`src/include/wwd_pkg.sv`:
```
// Constants, register map and types of the windowed watchdog.
// Assumes a single system clock; all offsets are byte addresses on AXI4-Lite.
package wwd_pkg;

  localparam int ADDR_W = 8;
  localparam int DATA_W = 32;

  localparam logic [7:0] OFF_CTRL = 8'h00;
  localparam logic [7:0] OFF_REFRESH = 8'h04;
  localparam logic [7:0] OFF_COUNT = 8'h08;
  localparam logic [7:0] OFF_NMI_STATUS = 8'h0c;
  localparam logic [7:0] OFF_IRQ_STATUS = 8'h10;
  localparam logic [7:0] OFF_IRQ_MASK = 8'h14;
  localparam logic [7:0] OFF_RESET_CAUSE = 8'h18;

  localparam int CTRL_START_BIT = 0;
  localparam int CTRL_ACTION_BIT = 1;
  localparam int CTRL_SLEEP_RUN_BIT = 2;
  localparam int CTRL_TOP_LSB = 4;
  localparam int CTRL_DIV_LSB = 8;
  localparam int CTRL_WOPEN_LSB = 12;
  localparam int CTRL_WCLOSE_LSB = 16;
  localparam logic [31:0] CTRL_RESET = 32'h0000_0000;

  localparam int COUNT_STATE_LSB = 16;
  localparam int COUNT_WIN_BIT = 18;

  localparam int EV_TIMEOUT = 0;
  localparam int EV_BAD_REFRESH = 1;
  localparam int NMI_SRC_BIT = 0;

  localparam logic ACT_RESET = 1'b0;
  localparam logic ACT_NMI = 1'b1;

  // Timeout periods in counter ticks, indexed by the period select.
  localparam logic [3:0][15:0] PERIOD_TABLE = {16'h4000, 16'h2000, 16'h1000, 16'h0400};
  // Prescaler terminal values, giving ratios of 1, 4, 16 and 64.
  localparam logic [3:0][7:0] DIV_LIMIT_TABLE = {8'h3f, 8'h0f, 8'h03, 8'h00};

  localparam logic [7:0] RST_PULSE_CYCLES = 8'h10;

  localparam logic [1:0] RESP_OKAY = 2'h0;
  localparam logic [1:0] RESP_SLVERR = 2'h2;

  typedef enum logic [1:0] {
    WD_IDLE = 2'b00,
    WD_RUN = 2'b01,
    WD_RESET = 2'b11,
    WD_HALT = 2'b10
  } wwd_state_e;

endpackage

```
`src/include/wwd_div_if.sv`:
```
// Link between the watchdog core and its counter clock prescaler.
// Both ends sit on clk_sys.
`timescale 1ns/1ps
`default_nettype none
interface wwd_div_if;
  logic [1:0] divSel;
  logic run;
  logic clear;
  logic tick;
  modport ctrl (output divSel, output run, output clear, input tick);
  modport pre (input divSel, input run, input clear, output tick);
endinterface
`default_nettype wire

```
`src/design/wwd_prescaler.sv`:
```
// Counter clock divider of the watchdog: one tick per selected ratio.
// Assumes run and clear come from logic on clk_sys.
`timescale 1ns/1ps
`default_nettype none
module wwd_prescaler
  import wwd_pkg::*;
#(
  parameter int DIV_W = 6
) (
  input wire logic clk_sys,
  input wire logic rst_n,
  wwd_div_if.pre divPort
);

  initial begin
    if (DIV_W < 6 || DIV_W > 8) begin
      $error("wwd_prescaler: DIV_W must lie between 6 and 8");
    end
  end

  typedef struct packed {
    logic [DIV_W-1:0] cnt;
    logic tick;
  } wwd_pre_s;

  wwd_pre_s st;
  wwd_pre_s next_st;
  logic [DIV_W-1:0] limit;

  always_comb begin
    limit = DIV_W'(DIV_LIMIT_TABLE[divPort.divSel]);
    next_st = st;
    next_st.tick = 1'b0;
    // Divider ratio select.
    if (divPort.clear) begin
      next_st.cnt = '0;
    end else if (divPort.run) begin
      if (st.cnt >= limit) begin
        next_st.cnt = '0;
        next_st.tick = 1'b1;
      end else begin
        next_st.cnt = st.cnt + 1'b1;
      end
    end
  end

  always_ff @(posedge clk_sys) begin
    if (!rst_n) begin
      st <= '0;
    end else begin
      st <= next_st;
    end
  end

  assign divPort.tick = st.tick;

endmodule
`default_nettype wire

```
`src/design/wwd_windowed_watchdog.sv`:
```
// Windowed independent watchdog with AXI4-Lite registers.
// Assumes sleepMode comes from logic on clk_sys; watchdogReset feeds the
// chip reset controller, which must not return it to rst_n of this block.
//
// Operation
// Refresh only inside window; else error.
// Error triggers reset or NMI per setting.
// NMI action sets watchdog source flag.
// Reset cause stays readable across reset.
// Counter halts in sleep unless overridden.
// Period and divider fixed before start.
// Valid refresh reloads counter and window.
// Counts from start until error or refresh.
`timescale 1ns/1ps
`default_nettype none
module wwd_windowed_watchdog
  import wwd_pkg::*;
#(
  parameter int CNT_W = 16
) (
  input wire logic clk_sys,
  input wire logic rst_n,
  input wire logic sleepMode,
  input wire logic [ADDR_W-1:0] s_axi_awaddr,
  input wire logic s_axi_awvalid,
  output logic s_axi_awready,
  input wire logic [DATA_W-1:0] s_axi_wdata,
  input wire logic [3:0] s_axi_wstrb,
  input wire logic s_axi_wvalid,
  output logic s_axi_wready,
  output logic [1:0] s_axi_bresp,
  output logic s_axi_bvalid,
  input wire logic s_axi_bready,
  input wire logic [ADDR_W-1:0] s_axi_araddr,
  input wire logic s_axi_arvalid,
  output logic s_axi_arready,
  output logic [DATA_W-1:0] s_axi_rdata,
  output logic [1:0] s_axi_rresp,
  output logic s_axi_rvalid,
  input wire logic s_axi_rready,
  output logic watchdogReset,
  output logic watchdogNmi,
  output logic irq
);

  initial begin
    if (CNT_W < 15 || CNT_W > 16) begin
      $error("wwd_windowed_watchdog: CNT_W must be 15 or 16");
    end
    if ((1 << CNT_W) <= int'(PERIOD_TABLE[3])) begin
      $error("wwd_windowed_watchdog: CNT_W too narrow for the longest period");
    end
  end

  typedef struct packed {
    wwd_state_e state;
    logic action;
    logic sleepRun;
    logic [1:0] topSel;
    logic [1:0] divSel;
    logic [1:0] openSel;
    logic [1:0] closeSel;
    logic [CNT_W-1:0] count;
    logic [7:0] rstTimer;
    logic rstOut;
    logic nmiFlag;
    logic [1:0] irqStat;
    logic [1:0] irqMask;
    logic [1:0] cause;
    logic irq;
    logic awRdy;
    logic wRdy;
    logic awHave;
    logic wHave;
    logic bValid;
    logic [1:0] bResp;
    logic [ADDR_W-1:0] awAddr;
    logic [DATA_W-1:0] wData;
    logic [3:0] wStrb;
    logic arRdy;
    logic rValid;
    logic [1:0] rResp;
    logic [DATA_W-1:0] rData;
  } wwd_regs_s;

  localparam wwd_regs_s REGS_RESET = '{
    state: WD_IDLE,
    awRdy: 1'b1,
    wRdy: 1'b1,
    arRdy: 1'b1,
    default: '0
  };

  wwd_regs_s st;
  wwd_regs_s next_st;

  wwd_div_if divIf ();

  logic [DATA_W-1:0] laneMask;
  logic [DATA_W-1:0] wEff;
  logic [DATA_W-1:0] ctrlRead;
  logic [DATA_W-1:0] ctrlNew;
  logic [DATA_W-1:0] countRead;
  logic [CNT_W-1:0] period;
  logic [CNT_W-1:0] quarter;
  logic [CNT_W-1:0] openLimit;
  logic [CNT_W-1:0] closeLimit;
  logic windowOpen;
  logic countEnable;
  logic doWrite;
  logic startReq;
  logic refreshReq;
  logic reload;
  logic nmiClr;
  logic [1:0] irqClr;
  logic [1:0] causeClr;
  logic [1:0] events;

  wwd_prescaler #(
    .DIV_W(6)
  ) prescaler (
    .clk_sys(clk_sys),
    .rst_n(rst_n),
    .divPort(divIf.pre)
  );

  assign divIf.divSel = st.divSel;
  assign divIf.run = countEnable;
  assign divIf.clear = reload;

  always_comb begin
    next_st = st;
    laneMask = {{8{st.wStrb[3]}}, {8{st.wStrb[2]}}, {8{st.wStrb[1]}}, {8{st.wStrb[0]}}};
    wEff = st.wData & laneMask;
    startReq = 1'b0;
    refreshReq = 1'b0;
    reload = 1'b0;
    nmiClr = 1'b0;
    irqClr = 2'b00;
    causeClr = 2'b00;
    events = 2'b00;

    ctrlRead = CTRL_RESET;
    ctrlRead[CTRL_START_BIT] = (st.state == WD_RUN);
    ctrlRead[CTRL_ACTION_BIT] = st.action;
    ctrlRead[CTRL_SLEEP_RUN_BIT] = st.sleepRun;
    ctrlRead[CTRL_TOP_LSB +: 2] = st.topSel;
    ctrlRead[CTRL_DIV_LSB +: 2] = st.divSel;
    ctrlRead[CTRL_WOPEN_LSB +: 2] = st.openSel;
    ctrlRead[CTRL_WCLOSE_LSB +: 2] = st.closeSel;
    ctrlNew = (ctrlRead & ~laneMask) | wEff;

    // Window bounds.
    period = CNT_W'(PERIOD_TABLE[st.topSel]);
    quarter = period >> 2;
    openLimit = CNT_W'(quarter * (3'd4 - {1'b0, st.openSel}));
    closeLimit = CNT_W'(quarter * {1'b0, st.closeSel});
    windowOpen = (st.count < openLimit) && (st.count >= closeLimit);

    // Sleep halts counting.
    countEnable = (st.state == WD_RUN) && !(sleepMode && !st.sleepRun);

    countRead = DATA_W'(st.count);
    countRead[COUNT_STATE_LSB +: 2] = st.state;
    countRead[COUNT_WIN_BIT] = windowOpen && (st.state == WD_RUN);

    if (s_axi_awvalid && st.awRdy) begin
      next_st.awAddr = s_axi_awaddr;
      next_st.awHave = 1'b1;
      next_st.awRdy = 1'b0;
    end
    if (s_axi_wvalid && st.wRdy) begin
      next_st.wData = s_axi_wdata;
      next_st.wStrb = s_axi_wstrb;
      next_st.wHave = 1'b1;
      next_st.wRdy = 1'b0;
    end

    doWrite = st.awHave && st.wHave;
    if (doWrite) begin
      next_st.awHave = 1'b0;
      next_st.wHave = 1'b0;
      next_st.bValid = 1'b1;
      next_st.bResp = RESP_OKAY;
      unique case (st.awAddr)
        OFF_CTRL: begin
          // Sleep override.
          next_st.sleepRun = ctrlNew[CTRL_SLEEP_RUN_BIT];
          // Locked while counting.
          if (st.state == WD_IDLE) begin
            next_st.action = ctrlNew[CTRL_ACTION_BIT];
            next_st.topSel = ctrlNew[CTRL_TOP_LSB +: 2];
            next_st.divSel = ctrlNew[CTRL_DIV_LSB +: 2];
            next_st.openSel = ctrlNew[CTRL_WOPEN_LSB +: 2];
            next_st.closeSel = ctrlNew[CTRL_WCLOSE_LSB +: 2];
            startReq = ctrlNew[CTRL_START_BIT];
          end
        end
        OFF_REFRESH: begin
          refreshReq = |st.wStrb;
        end
        OFF_COUNT: begin
        end
        OFF_NMI_STATUS: begin
          nmiClr = wEff[NMI_SRC_BIT];
        end
        OFF_IRQ_STATUS: begin
          irqClr = wEff[1:0];
        end
        OFF_IRQ_MASK: begin
          next_st.irqMask = (st.irqMask & ~laneMask[1:0]) | wEff[1:0];
        end
        OFF_RESET_CAUSE: begin
          causeClr = wEff[1:0];
        end
        default: begin
          next_st.bResp = RESP_SLVERR;
        end
      endcase
    end
    if (st.bValid && s_axi_bready) begin
      next_st.bValid = 1'b0;
      next_st.awRdy = 1'b1;
      next_st.wRdy = 1'b1;
    end

    if (s_axi_arvalid && st.arRdy) begin
      next_st.arRdy = 1'b0;
      next_st.rValid = 1'b1;
      next_st.rResp = RESP_OKAY;
      unique case (s_axi_araddr)
        OFF_CTRL: next_st.rData = ctrlRead;
        OFF_REFRESH: next_st.rData = '0;
        OFF_COUNT: next_st.rData = countRead;
        OFF_NMI_STATUS: next_st.rData = DATA_W'(st.nmiFlag);
        OFF_IRQ_STATUS: next_st.rData = DATA_W'(st.irqStat);
        OFF_IRQ_MASK: next_st.rData = DATA_W'(st.irqMask);
        OFF_RESET_CAUSE: next_st.rData = DATA_W'(st.cause);
        default: begin
          next_st.rData = '0;
          next_st.rResp = RESP_SLVERR;
        end
      endcase
    end
    if (st.rValid && s_axi_rready) begin
      next_st.rValid = 1'b0;
      next_st.arRdy = 1'b1;
    end

    unique case (st.state)
      WD_IDLE: begin
        // Start loads counter.
        if (startReq) begin
          next_st.state = WD_RUN;
          next_st.count = CNT_W'(PERIOD_TABLE[next_st.topSel]) - 1'b1;
          reload = 1'b1;
        end
      end
      WD_RUN: begin
        // A refresh wins over a tick in the same cycle, so no reload is lost.
        if (refreshReq) begin
          // Reload on refresh.
          if (windowOpen) begin
            next_st.count = period - 1'b1;
            reload = 1'b1;
          end else begin
            // Misplaced refresh error.
            events[EV_BAD_REFRESH] = 1'b1;
          end
        end else if (divIf.tick && countEnable) begin
          // Continuous down count.
          if (st.count == '0) begin
            // Timeout error.
            events[EV_TIMEOUT] = 1'b1;
          end else begin
            next_st.count = st.count - 1'b1;
          end
        end
      end
      WD_RESET: begin
        if (st.rstTimer == 8'h00) begin
          next_st.rstOut = 1'b0;
          next_st.state = WD_IDLE;
        end else begin
          next_st.rstTimer = st.rstTimer - 8'h01;
        end
      end
      WD_HALT: begin
        // Stopped for good after an interrupt error; only rst_n leaves it.
      end
    endcase

    // Error action.
    if (|events) begin
      if (st.action == ACT_NMI) begin
        next_st.state = WD_HALT;
      end else begin
        // The reset returns the control fields to their power-up values so that
        // software runs the initialisation again; status, cause and irq mask keep theirs.
        next_st.state = WD_RESET;
        next_st.rstOut = 1'b1;
        next_st.rstTimer = RST_PULSE_CYCLES - 8'h01;
        next_st.action = ACT_RESET;
        next_st.sleepRun = 1'b0;
        next_st.topSel = 2'b00;
        next_st.divSel = 2'b00;
        next_st.openSel = 2'b00;
        next_st.closeSel = 2'b00;
      end
    end

    // Source flag, set wins.
    next_st.nmiFlag = (st.nmiFlag && !nmiClr) || ((|events) && st.action == ACT_NMI);
    // Sticky reset cause.
    next_st.cause = (st.cause & ~causeClr) | events;
    next_st.irqStat = (st.irqStat & ~irqClr) | events;
    next_st.irq = |(next_st.irqStat & next_st.irqMask);
  end

  // The cause bits are cleared only by rst_n, which must be the power-on
  // reset, and by writing ones to the reset cause register; an error reset never touches them.
  always_ff @(posedge clk_sys) begin
    if (!rst_n) begin
      st <= REGS_RESET;
    end else begin
      st <= next_st;
    end
  end

  assign s_axi_awready = st.awRdy;
  assign s_axi_wready = st.wRdy;
  assign s_axi_bresp = st.bResp;
  assign s_axi_bvalid = st.bValid;
  assign s_axi_arready = st.arRdy;
  assign s_axi_rdata = st.rData;
  assign s_axi_rresp = st.rResp;
  assign s_axi_rvalid = st.rValid;
  assign watchdogReset = st.rstOut;
  assign watchdogNmi = st.nmiFlag;
  assign irq = st.irq;

endmodule
`default_nettype wire

```
`config.mk`:
```
export PLATFORM = sky130hd
export DESIGN_NAME = wwd_windowed_watchdog
export DESIGN_NICKNAME = d
export VERILOG_FILES = /design/src/include/wwd_pkg.sv /design/src/include/wwd_div_if.sv /design/src/design/wwd_prescaler.sv /design/src/design/wwd_windowed_watchdog.sv
export SDC_FILE = /design/constraint.sdc
export NUM_CORES = 1
export LEC_CHECK = 0
export ABC_CLOCK_PERIOD_IN_PS = 4300
export BUFFER_PORTS_ARGS = -buffer_cell sky130_fd_sc_hd__buf_2
export CAP_MARGIN = 10
export CORE_MARGIN = 2
export CORE_UTILIZATION = 51
export DETAILED_ROUTE_END_ITERATION = 8
export GPL_ROUTABILITY_DRIVEN = 1
export PLACE_DENSITY = 0.76
export SYNTH_ARGS = -nofsm -noshare
export SYNTH_HDL_FRONTEND = slang
export SYNTH_HIERARCHICAL = 1
export SYNTH_SLANG_ARGS = --single-unit
export TNS_END_PERCENT = 30
```
`constraint.sdc`:
```
create_clock -name clk_sys -period 4.3 [get_ports clk_sys]
set_input_delay 0.645 -clock clk_sys [delete_from_list [all_inputs] [get_ports clk_sys]]
set_output_delay 0.645 -clock clk_sys [all_outputs]
set_load 0.03 [all_outputs]
```
# Word-level counts from Yosys, hierarchy flattened
# Cells that the tools add are included.
[word_totals] register_bits=125 input_bits=60 out_inout_bits=44 wordCells=171
[classes] n_addsub=6 multipliers=2 n_lt_le_gt_ge=6 eq_ne=20 n_mux=55 n_bitwise=16 reduce_logical=36
[ops] cell="19-bit one-hot mux with 6 select lines" n=1
[ops] cell="16-bit two-way mux" n=7
[ops] cell="16-bit binary-select mux with 2-bit select" n=2
[ops] cell="8-bit by 5-bit equality test with 1-bit output (second input constant)" n=6
[ops] cell="16-bit by 1-bit subtractor with 16-bit output (second input constant)" n=3
[ops] cell="18-bit AND" n=2
[ops] cell="8-bit by 4-bit equality test with 1-bit output (second input constant)" n=4
[ops] cell="16-bit one-hot mux with 2 select lines" n=1
[ops] cell="10-bit two-way mux" n=3
[ops] cell="9-bit two-way mux" n=3
[ops] cell="8-bit zero test" n=3
[ops] cell="2-bit two-way mux" n=11
[ops] cell="1-bit two-way mux" n=19
[ops] cell="18-bit inverter" n=1
[ops] cell="18-bit bitwise OR" n=1
[ops] cell="8-bit binary-select mux with 2-bit select" n=1
[ops] cell="8-bit by 3-bit equality test with 1-bit output (second input constant)" n=2
[ops] cell="16-bit greater-or-equal comparator" n=1
[ops] cell="16-bit zero test" n=1
[ops] cell="16-bit less-than comparator" n=1
[ops] cell="14-bit by 2-bit multiplier with 16-bit output" n=1
[ops] cell="15-bit by 4-bit multiplier with 16-bit output" n=1
[ops] cell="8-bit two-way mux" n=2
[ops] cell="7-bit OR reduction" n=2
[ops] cell="30 further kinds" n=62

# Logic depth before layout (Yosys ltp)
# Gate-level depths: netlist of run 1.
[depth] ltp_word=11 ltp_mapped=17 ltp_nobuf=17

# By module
# Netlist of run 1, hierarchy kept.
[modules_own_cells] module="wwd_windowed_watchdog" n_inst=1 cells_per_inst=672 area_per_inst_um2=5602.9 seq_area_each_um2=1921.8
[modules_own_cells] module="wwd_prescaler" n_inst=1 cells_per_inst=47 area_per_inst_um2=466.7 seq_area_each_um2=140.1

# Worst setup path before layout of run 1
# No wires, ideal clock.
[synth_path] path_kind="reg2reg" from="register st, in the netlist ctrlRead[4]" to="register st, in the netlist countRead[12]" setup_ns=0.119 arrival_time_ns=4.092 path_slack_ns=0.089 stages_incl_launch_ff=18 n_path_buf=2 synth_period_minus_slack_ns=4.211 path_cell_list="dfxtp_1 clkbuf_1 nor2b_1 and2_1 ha_1 ha_1 fa_1 a21o_1 a21oi_1 xor2_1 ha_1 nand3_1 a211oi_1 or4_1 o211ai_2 buf_2 o211ai_1 o221a_1"
[synth_via] elab_chain_cells=10 elab_cells_between_ends=22 cone_classes="add/sub: 2; mul: 2; order compare: 2; eq/ne: 1; mux: 11; bitwise: 2; reduce/logical: 2"
[synth_rtl] item="from (decl)" line_no="wwd_windowed_watchdog.sv:94" source="wwd_regs_s st;"
[synth_rtl] item="from (signal assigned)" line_no="wwd_windowed_watchdog.sv:326" source="st <= next_st;"
[synth_rtl] item="branches (longest 10 deep; another with 15-bit by 4-bit multiplier with 16-bit output)"
# Parallel ways; which one is timed is not known. The select of a mux whose other input is x is not followed.
# A chain may end at the register's enable or synchronous reset.

# Worst setup path after layout of run 1
[layout_path] from="register st, in the netlist ctrlRead[12]" to="register st, in the netlist countRead[11]"
[layout_via] elab_chain_cells=6
[layout_rtl] item="3-bit by 2-bit subtractor with 4-bit output" line_no="wwd_windowed_watchdog.sv:156" source="openLimit = CNT_W'(quarter * (3'd4 - {1'b0, st.openSel}));"
[layout_rtl] item="15-bit by 4-bit multiplier with 16-bit output" line_no="wwd_windowed_watchdog.sv:156"
[layout_rtl] item="16-bit less-than comparator" line_no="wwd_windowed_watchdog.sv:158" source="windowOpen = (st.count < openLimit) && (st.count >= closeLimit);"
[layout_rtl] item="1-bit logical AND" line_no="wwd_windowed_watchdog.sv:158"
[layout_rtl] item="3-bit inequality test (no line)"
[layout_rtl] item="5-bit AND reduction (no line)"
# No other way between the ends.

==> impl_summary.md, run 1 <==
Worst setup path
The capture point of the critical path is countRead[11]$_SDFFE_PN0P_. The beginning of the critical path is ctrlRead[12]$_SDFF_PN0_. The critical path data required time is between 4 and 5 ns. The internal reg-to-reg setup slack is ~0.18 ns. Of all nets on the critical path, the largest fanout is 8.

The worst endpoint data arrival time is 4.32 ns. STA classifies the critical path startpoint as a register. The worst setup path is captured at a register.

The class of the most critical setup path is reg2reg. The number of cell instances on the worst register-to-register path is 18. The worst register-to-register path ends at countRead[11]$_SDFFE_PN0P_. The worst register-to-register path begins at ctrlRead[12]$_SDFF_PN0_.

GRT
The pin count of the biggest net entering global routing is 48. The combined global-route utilization of all metal layers is 0.228. The total overflow left after global routing is 0. The number of antenna violations at the first check in global routing is 0. The via count of the first global-routing pass came to between 5000 and 6000. The wire length of the first global-routing pass is 23900 µm.

Synth
In the post-synthesis netlist, the biggest area contributors are sky130_fd_sc_hd__dfxtp_1, sky130_fd_sc_hd__ha_1, sky130_fd_sc_hd__nand2_1, sky130_fd_sc_hd__a21oi_1, sky130_fd_sc_hd__buf_4. The number of instances in the synthesized netlist is 719. The warning count from the yosys run is 6. Synthesis inferred between 100 and 150 register bits. Yosys mapped a number of flops with a built-in enable equal to 0. The share of the synthesized area in the top cell type is 0.340. The share of flip-flops with an asynchronous set or reset after synthesis is 0.

Of all cell types, the one taking the most synthesized area is sky130_fd_sc_hd__dfxtp_1. In the post-synthesis netlist, the cell with the most instances is sky130_fd_sc_hd__dfxtp_1. In this run the cell area of the synthesized design comes to between 6000 and 7000 µm². Counting instances in the post-synthesis netlist gives the leading cell types as sky130_fd_sc_hd__dfxtp_1, sky130_fd_sc_hd__nand2_1, sky130_fd_sc_hd__a21oi_1.

The number of different library cells used by synthesis comes to 78. The part of the Yosys area used for sequential elements is 0.340. Dividing the synthesized area by the synthesized cell count gives approximately 8.4 µm². The flip-flop cell with the highest count after synthesis is sky130_fd_sc_hd__dfxtp_1.

Place
Once detailed placement completed, the half-perimeter wirelength came to 10600 µm. Port buffering added 67 buffers. The minimum setup slack after placement is -0.0902 ns.

The area of placed instances is between 6000 and 7000 µm². The final weighted congestion in routability-driven placement is 0.911.

Power and ir drop
For this design the static power due to leakage is around 2.8 nW. The power density normalized to cell area is between 200 and 300 nW/µm². IR analysis of the VDD net gives a maximum drop of approximately 220 µV.

Timing
For this run, the top clock speed supported by timing is 243 MHz. Across all hold checks on the routed design, the worst slack comes to ~0.46 ns. Setup violations remaining at the end of the flow were counted as 0. The final cycle utilization of the critical path is 0.957. The clock arrives with 0.00794 ns of skew. The relative slew slack is 0.365.

The transition time at the pin with the least slew margin is 0.943 ns. Setup repair after global routing left no endpoint under its margin. The max-slew violation count is 0. Once routing completed, OpenROAD measured the worst setup slack at about 0.18 ns. The count of endpoints failing hold in the final timing report is 0. The worst path in the final design needs a cycle of 4.12 ns, including I/O delays and setup.

Detailed routing
For this block, the initial DRC count from the detailed router was 524. The total routed wirelength is 14500 µm. For this run, design rule violations remaining after detail routing come to 9.

The count of nets left with antenna violations after detail routing is 0. The via count normalized by instance count is 5.90. The total number of vias is 5353. The average routed wire per standard cell is roughly 16 µm. The number of iterations in the first detailed-routing pass is 7.

Floorplan
104 I/O pins were placed. The initial cell density of the core is 0.527. The placeable core region is between 10000 and 15000 µm². The floorplan has 39 rows.

The height of the die is around 110 µm. The die covers 12800 µm². The chip width is 113 µm.

Run status
The final reports fail on design-rule violations. The run finished, with violations left.

Clocking
The tree is rooted in a sky130_fd_sc_hd__clkbuf_16. The number of buffers created by CTS is 9. The later pin in the worst-skew pair is clocked with a latency of ~0.36 ns. The clock net in this run drives a total of about 100 sinks. The CTS clock-pin slew for the worst setup and hold paths is around 0.070 ns. The number of H-tree levels is 3. Counting along the longest clock path gives a buffer depth of 2. TritonCTS built the clock tree.

Layout
The share of post-route cells with drive strength above 1 is 0.199. The number of filler cells placed in the layout is about 1000. The net count of the finished layout is 860. The finished cells cover around 6700 µm². The layout overhead on the synthesized area is 10.5%. The number of diodes is 0.

Run
The max-capacitance violation count is 0.

Min path
The tightest min-delay check is of the reg2reg type.
-- state kept, by name (all words and copies together), names as in the netlist, 2 cells and up --
name,flops
countRead,18
st,35
laneMask,4
ctrlRead,8
prescaler/st,6
s_axi_rdata,19
divIf.divSel,2
-- layer usage --
layer	vias up	GRT usage	wire, µm
met4	0	0.0780	297
li1	2600	-	-
met1	2508	0.313	6390
met5	-	0	0
met3	27	0.0445	1120
met2	218	0.360	6730
-- cell usage in the layout (no fill, tap or decap), types with 9 or more instances in the layout --
master                        n
sky130_fd_sc_hd__dfxtp_1    101
sky130_fd_sc_hd__nand2_1     84
sky130_fd_sc_hd__buf_2       67
sky130_fd_sc_hd__a21oi_1     56
sky130_fd_sc_hd__nor2_1      55
sky130_fd_sc_hd__nor3_1      35
sky130_fd_sc_hd__ha_1        35
sky130_fd_sc_hd__inv_1       25
sky130_fd_sc_hd__mux2i_1     23
sky130_fd_sc_hd__nand3_1     20
sky130_fd_sc_hd__buf_4       18
sky130_fd_sc_hd__o21ai_0     16
sky130_fd_sc_hd__conb_1      15
sky130_fd_sc_hd__xnor2_1     12
sky130_fd_sc_hd__and2_1      11
sky130_fd_sc_hd__a31oi_1     11
sky130_fd_sc_hd__clkbuf_16    9
-- how the worst min path moves through the flow --
stage / slack (ns) / depth (start not counted) / endpoint / startpoint
after floorplan: 0.44 / 2 / st[42]$_SDFFE_PN0P_ / st[42]$_SDFFE_PN0P_
after global placement: 0.44 / 2 / watchdogReset$_SDFF_PN0_ / watchdogReset$_SDFF_PN0_
after detailed placement: 0.45 / 2 / st[56]$_SDFFE_PN0P_ / st[56]$_SDFFE_PN0P_
after global routing: 0.48 / 2 / st[53]$_SDFFE_PN0P_ / st[53]$_SDFFE_PN0P_
final: 0.46 / 2 / st[56]$_SDFFE_PN0P_ / st[56]$_SDFFE_PN0P_
after CTS: 0.46 / 2 / st[56]$_SDFFE_PN0P_ / st[56]$_SDFFE_PN0P_
-- worst max-delay path, cell delays in order (launching register included) --
cell and delay (ns):
sky130_fd_sc_hd__dfxtp_2 0.32, sky130_fd_sc_hd__inv_1 0.09, sky130_fd_sc_hd__ha_4 0.21, sky130_fd_sc_hd__buf_4 0.13, sky130_fd_sc_hd__and2_1 0.13, sky130_fd_sc_hd__ha_1 0.27, sky130_fd_sc_hd__ha_2 0.20, sky130_fd_sc_hd__fa_2 0.34
sky130_fd_sc_hd__a21o_1 0.18, sky130_fd_sc_hd__a21oi_2 0.14, sky130_fd_sc_hd__xor2_1 0.18, sky130_fd_sc_hd__ha_1 0.28, sky130_fd_sc_hd__nand3_2 0.08, sky130_fd_sc_hd__a211oi_1 0.05, sky130_fd_sc_hd__or4_4 0.60, sky130_fd_sc_hd__o211ai_4 0.27
sky130_fd_sc_hd__buf_4 0.16, sky130_fd_sc_hd__and2_4 0.21, sky130_fd_sc_hd__a211oi_1 0.10
-- cell type report --
type | count | area (µm²) | area share
Multi-Input combinational cell | 531 | 3580 | 0.534
Sequential cell | 103 | 2060 | 0.308
Timing Repair Buffer | 87 | 493 | 0.0735
Clock buffer | 10 | 239 | 0.0356
Tap cell | 143 | 179 | 0.0267
Inverter | 27 | 101 | 0.0151
Clock inverter | 6 | 50.0 | 0.00746
-- logic make-up (layout without fill, tap and decap cells) --
kind of cell	count (synthesis)	in the layout	synth area share
compound gates	158	158	0.180
xor+xnor	20	20	0.0289
fa+ha+maj	41	41	0.0870
buf+inv	99	130	0.0909
flops	103	103	0.340
mux	28	28	0.0472
other cells	1	15	0.000618
simple gates	269	269	0.226
-- what timing repair did --
action	4_1_cts	5_1_grt
gates resized for setup	6	10
gates cloned	1	0
hold buffers	0	0
setup buffers	1	1
setup endpoints to repair	29	47
pin swaps	2	9
-- per-stage QoR --
stage	util	cells	setup TNS, ns	power, mW
2_1_floorplan	-	733	0	1.13
3_3_place_gp	0.548	888	-0.122	1.15
3_5_place_dp	0.548	888	-1.18	1.16
4_1_cts	0.577	906	0	1.95
5_1_grt	0.582	907	0	2.00
6_report	0.582	907	0	1.94
-- report_power, final --
part | total, mW | internal (mW) | switching [mW] | leakage (nW)
combinational | 0.144 | 0.0465 | 0.0972 | 1.81
clock | 0.801 | 0.416 | 0.385 | 0.136
sequential | 0.992 | 0.972 | 0.0206 | 0.836
Note: power is estimated with default switching activity, not from simulation.
==> run 2, diff against run 1 <==
--- a/config.mk
+++ b/config.mk
@@ -13,6 +13,7 @@
 export DETAILED_ROUTE_END_ITERATION = 8
 export GPL_ROUTABILITY_DRIVEN = 1
 export PLACE_DENSITY = 0.76
+export REMOVE_ABC_BUFFERS = 1
 export SYNTH_ARGS = -nofsm -noshare
 export SYNTH_HDL_FRONTEND = slang
 export SYNTH_HIERARCHICAL = 1
==> constraint.sdc (replaced) <==
create_clock -name clk_sys -period 4.3 [get_ports clk_sys]
set_input_delay 0.43 -clock clk_sys [delete_from_list [all_inputs] [get_ports clk_sys]]
set_output_delay 0.43 -clock clk_sys [all_outputs]
set_load 0.03 [all_outputs]
==> impl_summary.md, run 2 (same netlist as run 1, synthesis figures left out) <==
Clocking
The TritonCTS clock tree is built. The cell at the root of the clock tree is sky130_fd_sc_hd__clkbuf_16. The source-to-sink clock delay at the later pin of the worst-skew pair is 0.35 ns (about the same). The largest buffer count on any clock path came to 2 (unchanged). The number of H-tree levels is 3 (unchanged).

The CTS clock-pin slew for the worst setup and hold paths is 0.07 ns (about the same). The cts-stage hold buffer count is 0 (unchanged). The number of buffers created by CTS was 9 (unchanged). The number of clock sinks is 103 (unchanged).

Worst setup path
The worst endpoint data arrival time is 4.40 ns (+0.08 ns). STA classifies the critical path startpoint as a register. The maximum fanout along the worst path was 4 (-4).

The capturing element type of the critical path is a register. The class of the most critical setup path is reg2reg. The critical path data required time came to 4.54 ns (+0.04 ns).

Power and ir drop
The power share of the combinational group came to 0.072 (-0.002). The worst-case vdd ir drop is 290 µV (+33%). The internal power is 1.53 mW (+6.8%). The leakage dissipation is 2.84 nW (+2.1%).

The sequential power share is 0.493 (-0.019). The power density normalized to cell area came to 295 nW/µm² (+2.3%). The clock network power share was 0.435 (+0.021).

The power dissipated by switching net loads is 0.481 mW (-4.4%). The net switching fraction of the power is 0.239 (-0.0208).

Layout
The number of filler cells placed in the layout came to 1066 (+3.3%). Relative to the synthesized area, the layout overhead comes to 12.2%. The register with the most flip-flops in the final layout is st. Leaving out fill and tap cells, the most frequent cells in the layout are sky130_fd_sc_hd__dfxtp_1, sky130_fd_sc_hd__nand2_1, sky130_fd_sc_hd__buf_2.

The share of post-route cells with drive strength above 1 is 0.203 (+0.00391). The final layout net count is 865 (+0.58%). The number of flip-flops under the largest register name is 35 (unchanged). The number of diodes is 0 (unchanged). The most common cell after layout, fill and taps aside is sky130_fd_sc_hd__dfxtp_1.

Detailed routing
The number of iterations in the first detailed-routing pass is 7 (unchanged). The average routed wire per standard cell was 16.4 µm (+2.1%). The remaining design rule violation count was 9 (unchanged). The count of nets left with antenna violations after detail routing is 0 (unchanged). The via count normalized by instance count is 5.86 (-0.75%).

The total routed wirelength came to 14900 µm (+2.6%). The total number of vias was 5342 (-0.21%). The number of DRC markers in iteration 0 is 470 (-10%).

Run
The max-capacitance violation count was 0 (unchanged).

Min path
The path class of the lowest-slack min-delay path is in2reg.

Timing
The achievable clock frequency is 241 MHz (-0.93%). The tightest hold margin is 0.285 ns (-0.171 ns). The relative slew slack was 0.353 (-0.0115). The final worst slack is 0.145 ns (-0.0387 ns). The shortest period the worst path allows was 4.16 ns (+0.0387 ns). The count of endpoints failing hold in the final timing report was 0 (unchanged). The worst-case clock skew was 0.0102 ns (+0.00224 ns). The transition time at the pin with the least slew margin was 0.964 ns (+0.0213 ns).

Setup repair after global routing left no endpoint under its margin. The max-slew violation count came to 0 (unchanged). The final cycle utilization of the critical path is 0.966 (+0.00900). The aggregate negative setup slack was 0 ns (unchanged). The count of final setup violators is 0 (unchanged).

GRT
The combined global-route utilization of all metal layers is 0.240 (+0.0116). The pin count of the biggest net entering global routing was 47 (-2.1%). The leftover overflow at the end of global routing came to 0 (unchanged). The number of antenna violations at the first check in global routing came to 0 (unchanged). The wire length of the first global-routing pass is 25200 µm (+5.7%). The via count of the first global-routing pass came to 5268 (+5.2%).

Floorplan
The overall die area is 12800 µm² (unchanged). The initial cell density of the core came to 0.527 (unchanged). The total number of placement rows was 39 (unchanged). The height of the die was 113 µm (unchanged). The placeable core region is 11500 µm² (unchanged). The chip width is 113 µm (unchanged). The number of top-level pins is 104 (unchanged).

Place
The detailed placement HPWL was 10800 µm (+2.0%). The minimum setup slack after placement came to -0.132 ns (-0.0421 ns). The count of buffers inserted at the top-level ports is 67 (unchanged).

The final weighted congestion in routability-driven placement is 0.903 (-0.89%).

Run status
The flow ran to the end, but the final reports show violations. The final reports fail on design-rule violations.
[run 2: changes by cell type in the layout (fill, tap and decap cells not counted), sizes merged]
cell      change
inv           -1
bufinv        +2
clkinvlp      -1
buf           +5
[run 2: power by group through the flow]
stage | clock [mW] | sequential (mW) | combinational, mW
after CTS | 0.884 | 0.992 | 0.145
after global routing | 0.929 | 0.995 | 0.160
after floorplan | 0 | 1.02 | 0.0851
final | 0.875 | 0.993 | 0.145
after global placement | 0 | 1.01 | 0.140
after detailed placement | 0 | 1.01 | 0.143
[run 2: final timing paths]
kind	start	to	slack, ns	cells past startpoint
max	ctrlRead[12]$_SDFF_PN0_	countRead[12]$_SDFFE_PN0P_	0.14	19
min	s_axi_wvalid	s_axi_wready$_SDFFE_PP1P_	0.29	2
max reg2reg	ctrlRead[12]$_SDFF_PN0_	countRead[12]$_SDFFE_PN0P_	0.14	19
min reg2reg	s_axi_rdata[0]$_SDFFE_PN0P_	s_axi_rdata[0]$_SDFFE_PN0P_	0.45	2
[run 2: layer usage]
metal  global-route usage  wire, µm
met1                0.308      6510
met2                0.404      7120
met3               0.0541      1100
met4               0.0715       197
met5                    0         0
[run 2: layout make-up]
type / count / area [µm²] / area share
tap: 143 / 179 / 0.0263
multi-input combinational: 531 / 3580 / 0.526
inverter: 27 / 101 / 0.0149
sequential: 103 / 2060 / 0.303
clock buffer: 10 / 229 / 0.0336
timing repair buffer: 92 / 567 / 0.0832
clock inverter: 6 / 90.1 / 0.0132
[run 2: through the flow]
stage	power, mW	utilization	instance area (µm²)	std cells
floorplan	1.10	-	5670	661
global placement	1.15	0.551	6340	892
detailed placement	1.16	0.551	6340	892
global route	2.08	0.592	6810	912
finish	2.01	0.592	6810	912
CTS	2.02	0.586	6750	910
[run 2: what timing repair did]
action,4_1_cts,5_1_grt
resized for setup,7,10
cloned,1,0
setup buffers,1,2
pin swaps,3,7
setup endpoints to repair,27,47
[run 2: critical path, stage by stage (launching register included)]
cell,delay (ns)
sky130_fd_sc_hd__dfxtp_2,0.32
sky130_fd_sc_hd__inv_1,0.11
sky130_fd_sc_hd__ha_4,0.22
sky130_fd_sc_hd__buf_4,0.13
sky130_fd_sc_hd__and2_1,0.13
sky130_fd_sc_hd__ha_1,0.28
sky130_fd_sc_hd__ha_2,0.20
sky130_fd_sc_hd__fa_2,0.34
sky130_fd_sc_hd__a21o_1,0.17
sky130_fd_sc_hd__a21oi_2,0.14
sky130_fd_sc_hd__xor2_1,0.17
sky130_fd_sc_hd__ha_1,0.27
sky130_fd_sc_hd__nand3_2,0.08
sky130_fd_sc_hd__a211oi_1,0.05
sky130_fd_sc_hd__or4_4,0.60
sky130_fd_sc_hd__o211ai_4,0.23
sky130_fd_sc_hd__buf_12,0.14
sky130_fd_sc_hd__buf_4,0.12
sky130_fd_sc_hd__o211ai_1,0.10
sky130_fd_sc_hd__o221a_1,0.25
==> run 3, diff against run 2 <==
--- a/config.mk
+++ b/config.mk
@@ -8,7 +8,6 @@
 export ABC_CLOCK_PERIOD_IN_PS = 4300
 export BUFFER_PORTS_ARGS = -buffer_cell sky130_fd_sc_hd__buf_2
 export CAP_MARGIN = 10
-export CORE_MARGIN = 2
 export CORE_UTILIZATION = 51
 export DETAILED_ROUTE_END_ITERATION = 8
 export GPL_ROUTABILITY_DRIVEN = 1
==> impl_summary.md, run 3 (same netlist as run 1, synthesis figures left out) <==
Run status
The flow ran to the end, but the final reports show violations. The checks that failed: design-rule violations.

Detailed routing
The count of nets left with antenna violations after detail routing came to 0 (unchanged). The number of DRC markers in iteration 0 is 503 (+7.0%). The number of iterations in the first detailed-routing pass is 7 (unchanged). The average routed wire per standard cell was 16.2 µm (-1.2%). The total routed wirelength is 14800 µm (-1.1%). The via count normalized by instance count is 5.85 (-0.13%). The remaining design rule violation count is 22 (+13). The total number of vias is 5341 (-0.019%).

Floorplan
The initial cell density of the core is 0.527 (unchanged). The total number of placement rows is 39 (unchanged). The placeable core region came to 11500 µm² (unchanged).

The overall die area is 12300 µm² (-3.5%). The number of top-level pins came to 104 (unchanged). The height of the die came to 111 µm (-1.8%).

The chip width came to 111 µm (-1.8%).

Worst setup path
The critical path launch point type is a register. The critical path in this run is classified as reg2reg. The critical path goes through inv_2 > ha_4 > and2_1 > ha_1 > ha_4 > fa_2 > a21o_1 > a21oi_2 > xor2_1 > ha_1 > nand3_2 > a211oi_1 > or4_4 > o211ai_4 > buf_6 > buf_6 > o211ai_1 > o221a_1. STA classifies the critical path endpoint as a register.

The critical path data required time is 4.54 ns (about the same). The number of cell instances on the worst register-to-register path was 18 (-1). The critical-path cell with the highest stage delay is sky130_fd_sc_hd__or4_4. The number of logic stages on the critical path including buffering is 18 (-1). Grouping stages by cell kind, the critical path spends the most delay in adder cells. The worst endpoint data arrival time is 4.35 ns (-0.05 ns). The largest incremental delay on the critical path is 0.57 ns (-0.03 ns). The maximum fanout along the worst path came to 8 (+4).

The total buffers and inverters traversed by the critical path came to 3 (-1).

Layout
The number of flip-flops under the largest register name is 35 (unchanged). The final layout net count came to 866 (+0.12%). Leaving out fill and tap cells, the most frequent cells in the layout are sky130_fd_sc_hd__dfxtp_1, sky130_fd_sc_hd__nand2_1, sky130_fd_sc_hd__buf_2. The final standard cell count with taps included and fillers excluded is 913 (+0.11%). The share of post-route cells with drive strength above 1 is 0.206 (+0.00363). The number of diodes is 0 (unchanged).

The most common cell after layout, fill and taps aside is sky130_fd_sc_hd__dfxtp_1. The layout overhead on the synthesized area is 12.4%. The register with the most flip-flops is st.

GRT
The wire length of the first global-routing pass is 24400 µm (-3.1%). The combined global-route utilization of all metal layers is 0.244 (+0.00388). The pin count of the biggest net entering global routing was 53 (+13%). The number of antenna violations at the first check in global routing is 0 (unchanged). The leftover overflow at the end of global routing is 0 (unchanged). The via count of the first global-routing pass was 5085 (-3.5%).

Clocking
The number of H-tree levels is 3 (unchanged). The source-to-sink clock delay at the later pin of the worst-skew pair is 0.35 ns (about the same). The TritonCTS clock tree is built. The number of buffers created by CTS is 9 (unchanged). The cell at the root of the clock tree is sky130_fd_sc_hd__clkbuf_16. The largest buffer count on any clock path is 2 (unchanged).

The number of clock sinks came to 103 (unchanged). The CTS clock-pin slew for the worst setup and hold paths came to 0.07 ns (about the same). The cts-stage hold buffer count came to 0 (unchanged).

Timing
The max-slew violation count is 0 (unchanged). The relative slew slack is 0.377 (+0.0239). The achievable clock frequency is 243 MHz (+0.98%). The count of final setup violators was 0 (unchanged). The count of endpoints failing hold in the final timing report is 0 (unchanged). The worst-case clock skew was 0.00714 ns (-0.00304 ns). The transition time at the pin with the least slew margin is 0.924 ns (-0.0398 ns). The shortest period the worst path allows is 4.11 ns (-0.0402 ns). The final cycle utilization of the critical path is 0.957 (-0.00935).

Power and ir drop
The power density normalized to cell area is 295 nW/µm² (-0.18%). The leakage dissipation is 2.86 nW (+0.51%). The worst-case vdd ir drop is 236 µV (-19%). The total power after layout is 2.01 mW (about the same).

Min path
The instance count along the most critical hold path was 2 (unchanged). The tightest min-delay check is of the in2reg type.

Place
The final weighted congestion in routability-driven placement is 0.858 (-5.0%). The detailed placement HPWL is 10700 µm (-0.19%). The count of buffers inserted at the top-level ports is 67 (unchanged). The placed cell count is 893 (+0.11%).

Run
The max-capacitance violation count is 0 (unchanged).
## run 3: changes by cell type in the layout (fill, tap and decap cells not counted), sizes merged
cell and change:
clkinv -1, clkbuf +1, inv +1, clkinvlp -1
bufbuf +1
## run 3: path summary, 6_finish.rpt
check | start | end | slack (ns)
max | ctrlRead[12]$_SDFF_PN0_ | countRead[10]$_SDFFE_PN0P_ | 0.19
min | s_axi_wvalid | s_axi_wready$_SDFFE_PP1P_ | 0.29
max reg2reg | ctrlRead[12]$_SDFF_PN0_ | countRead[10]$_SDFFE_PN0P_ | 0.19
min reg2reg | st[42]$_SDFFE_PN0P_ | st[42]$_SDFFE_PN0P_ | 0.46
## run 3: metal layers
| metal | routed length [µm] | GRT usage | vias to the layer above |
|---|---|---|---|
| li1 | - | - | 2617 |
| met1 | 6440 | 0.309 | 2487 |
| met2 | 6990 | 0.413 | 216 |
| met3 | 1100 | 0.0492 | 21 |
| met4 | 227 | 0.0802 | 0 |
| met5 | 0 | 0 | - |
## run 3: area by class of cell
| type | count | area [µm²] |
|---|---|---|
| well taps | 143 | 179 |
| fillers | 1051 | 4690 |
| repair buffers | 93 | 576 |
| clock inverters | 5 | 86.3 |
| clock buffers | 11 | 233 |
| multi-input cells | 531 | 3580 |
| flip-flops and latches | 103 | 2070 |
| inverters | 27 | 101 |
## run 3: report_power, final
part / internal, mW / leakage, nW / switching [mW]
Combinational: 0.0466 / 1.86 / 0.0983
Clock: 0.517 / 0.155 / 0.357
Sequential: 0.972 / 0.837 / 0.0212
## run 3: repair_timing
item                       4_1_cts  5_1_grt
setup buffers                    3        0
resized for setup                7       12
cloned                           1        0
pin swaps                        4       10
setup endpoints to repair       31       42
## run 3: stage by stage
| stage | setup TNS (ns) | instance area, µm² | hold slack [ns] | setup slack [ns] | util |
|---|---|---|---|---|---|
| finish | 0 | 6820 | 0.294 | 0.185 | 0.592 |
| global route | -0.00599 | 6820 | 0.301 | -0.00599 | 0.592 |
| floorplan | -2.56 | 5670 | 0.436 | -0.185 | - |
| CTS | 0 | 6790 | 0.289 | 0.0528 | 0.589 |
| detailed placement | -2.10 | 6360 | 0.449 | -0.140 | 0.553 |
| global placement | -0.136 | 6360 | 0.444 | -0.0234 | 0.553 |
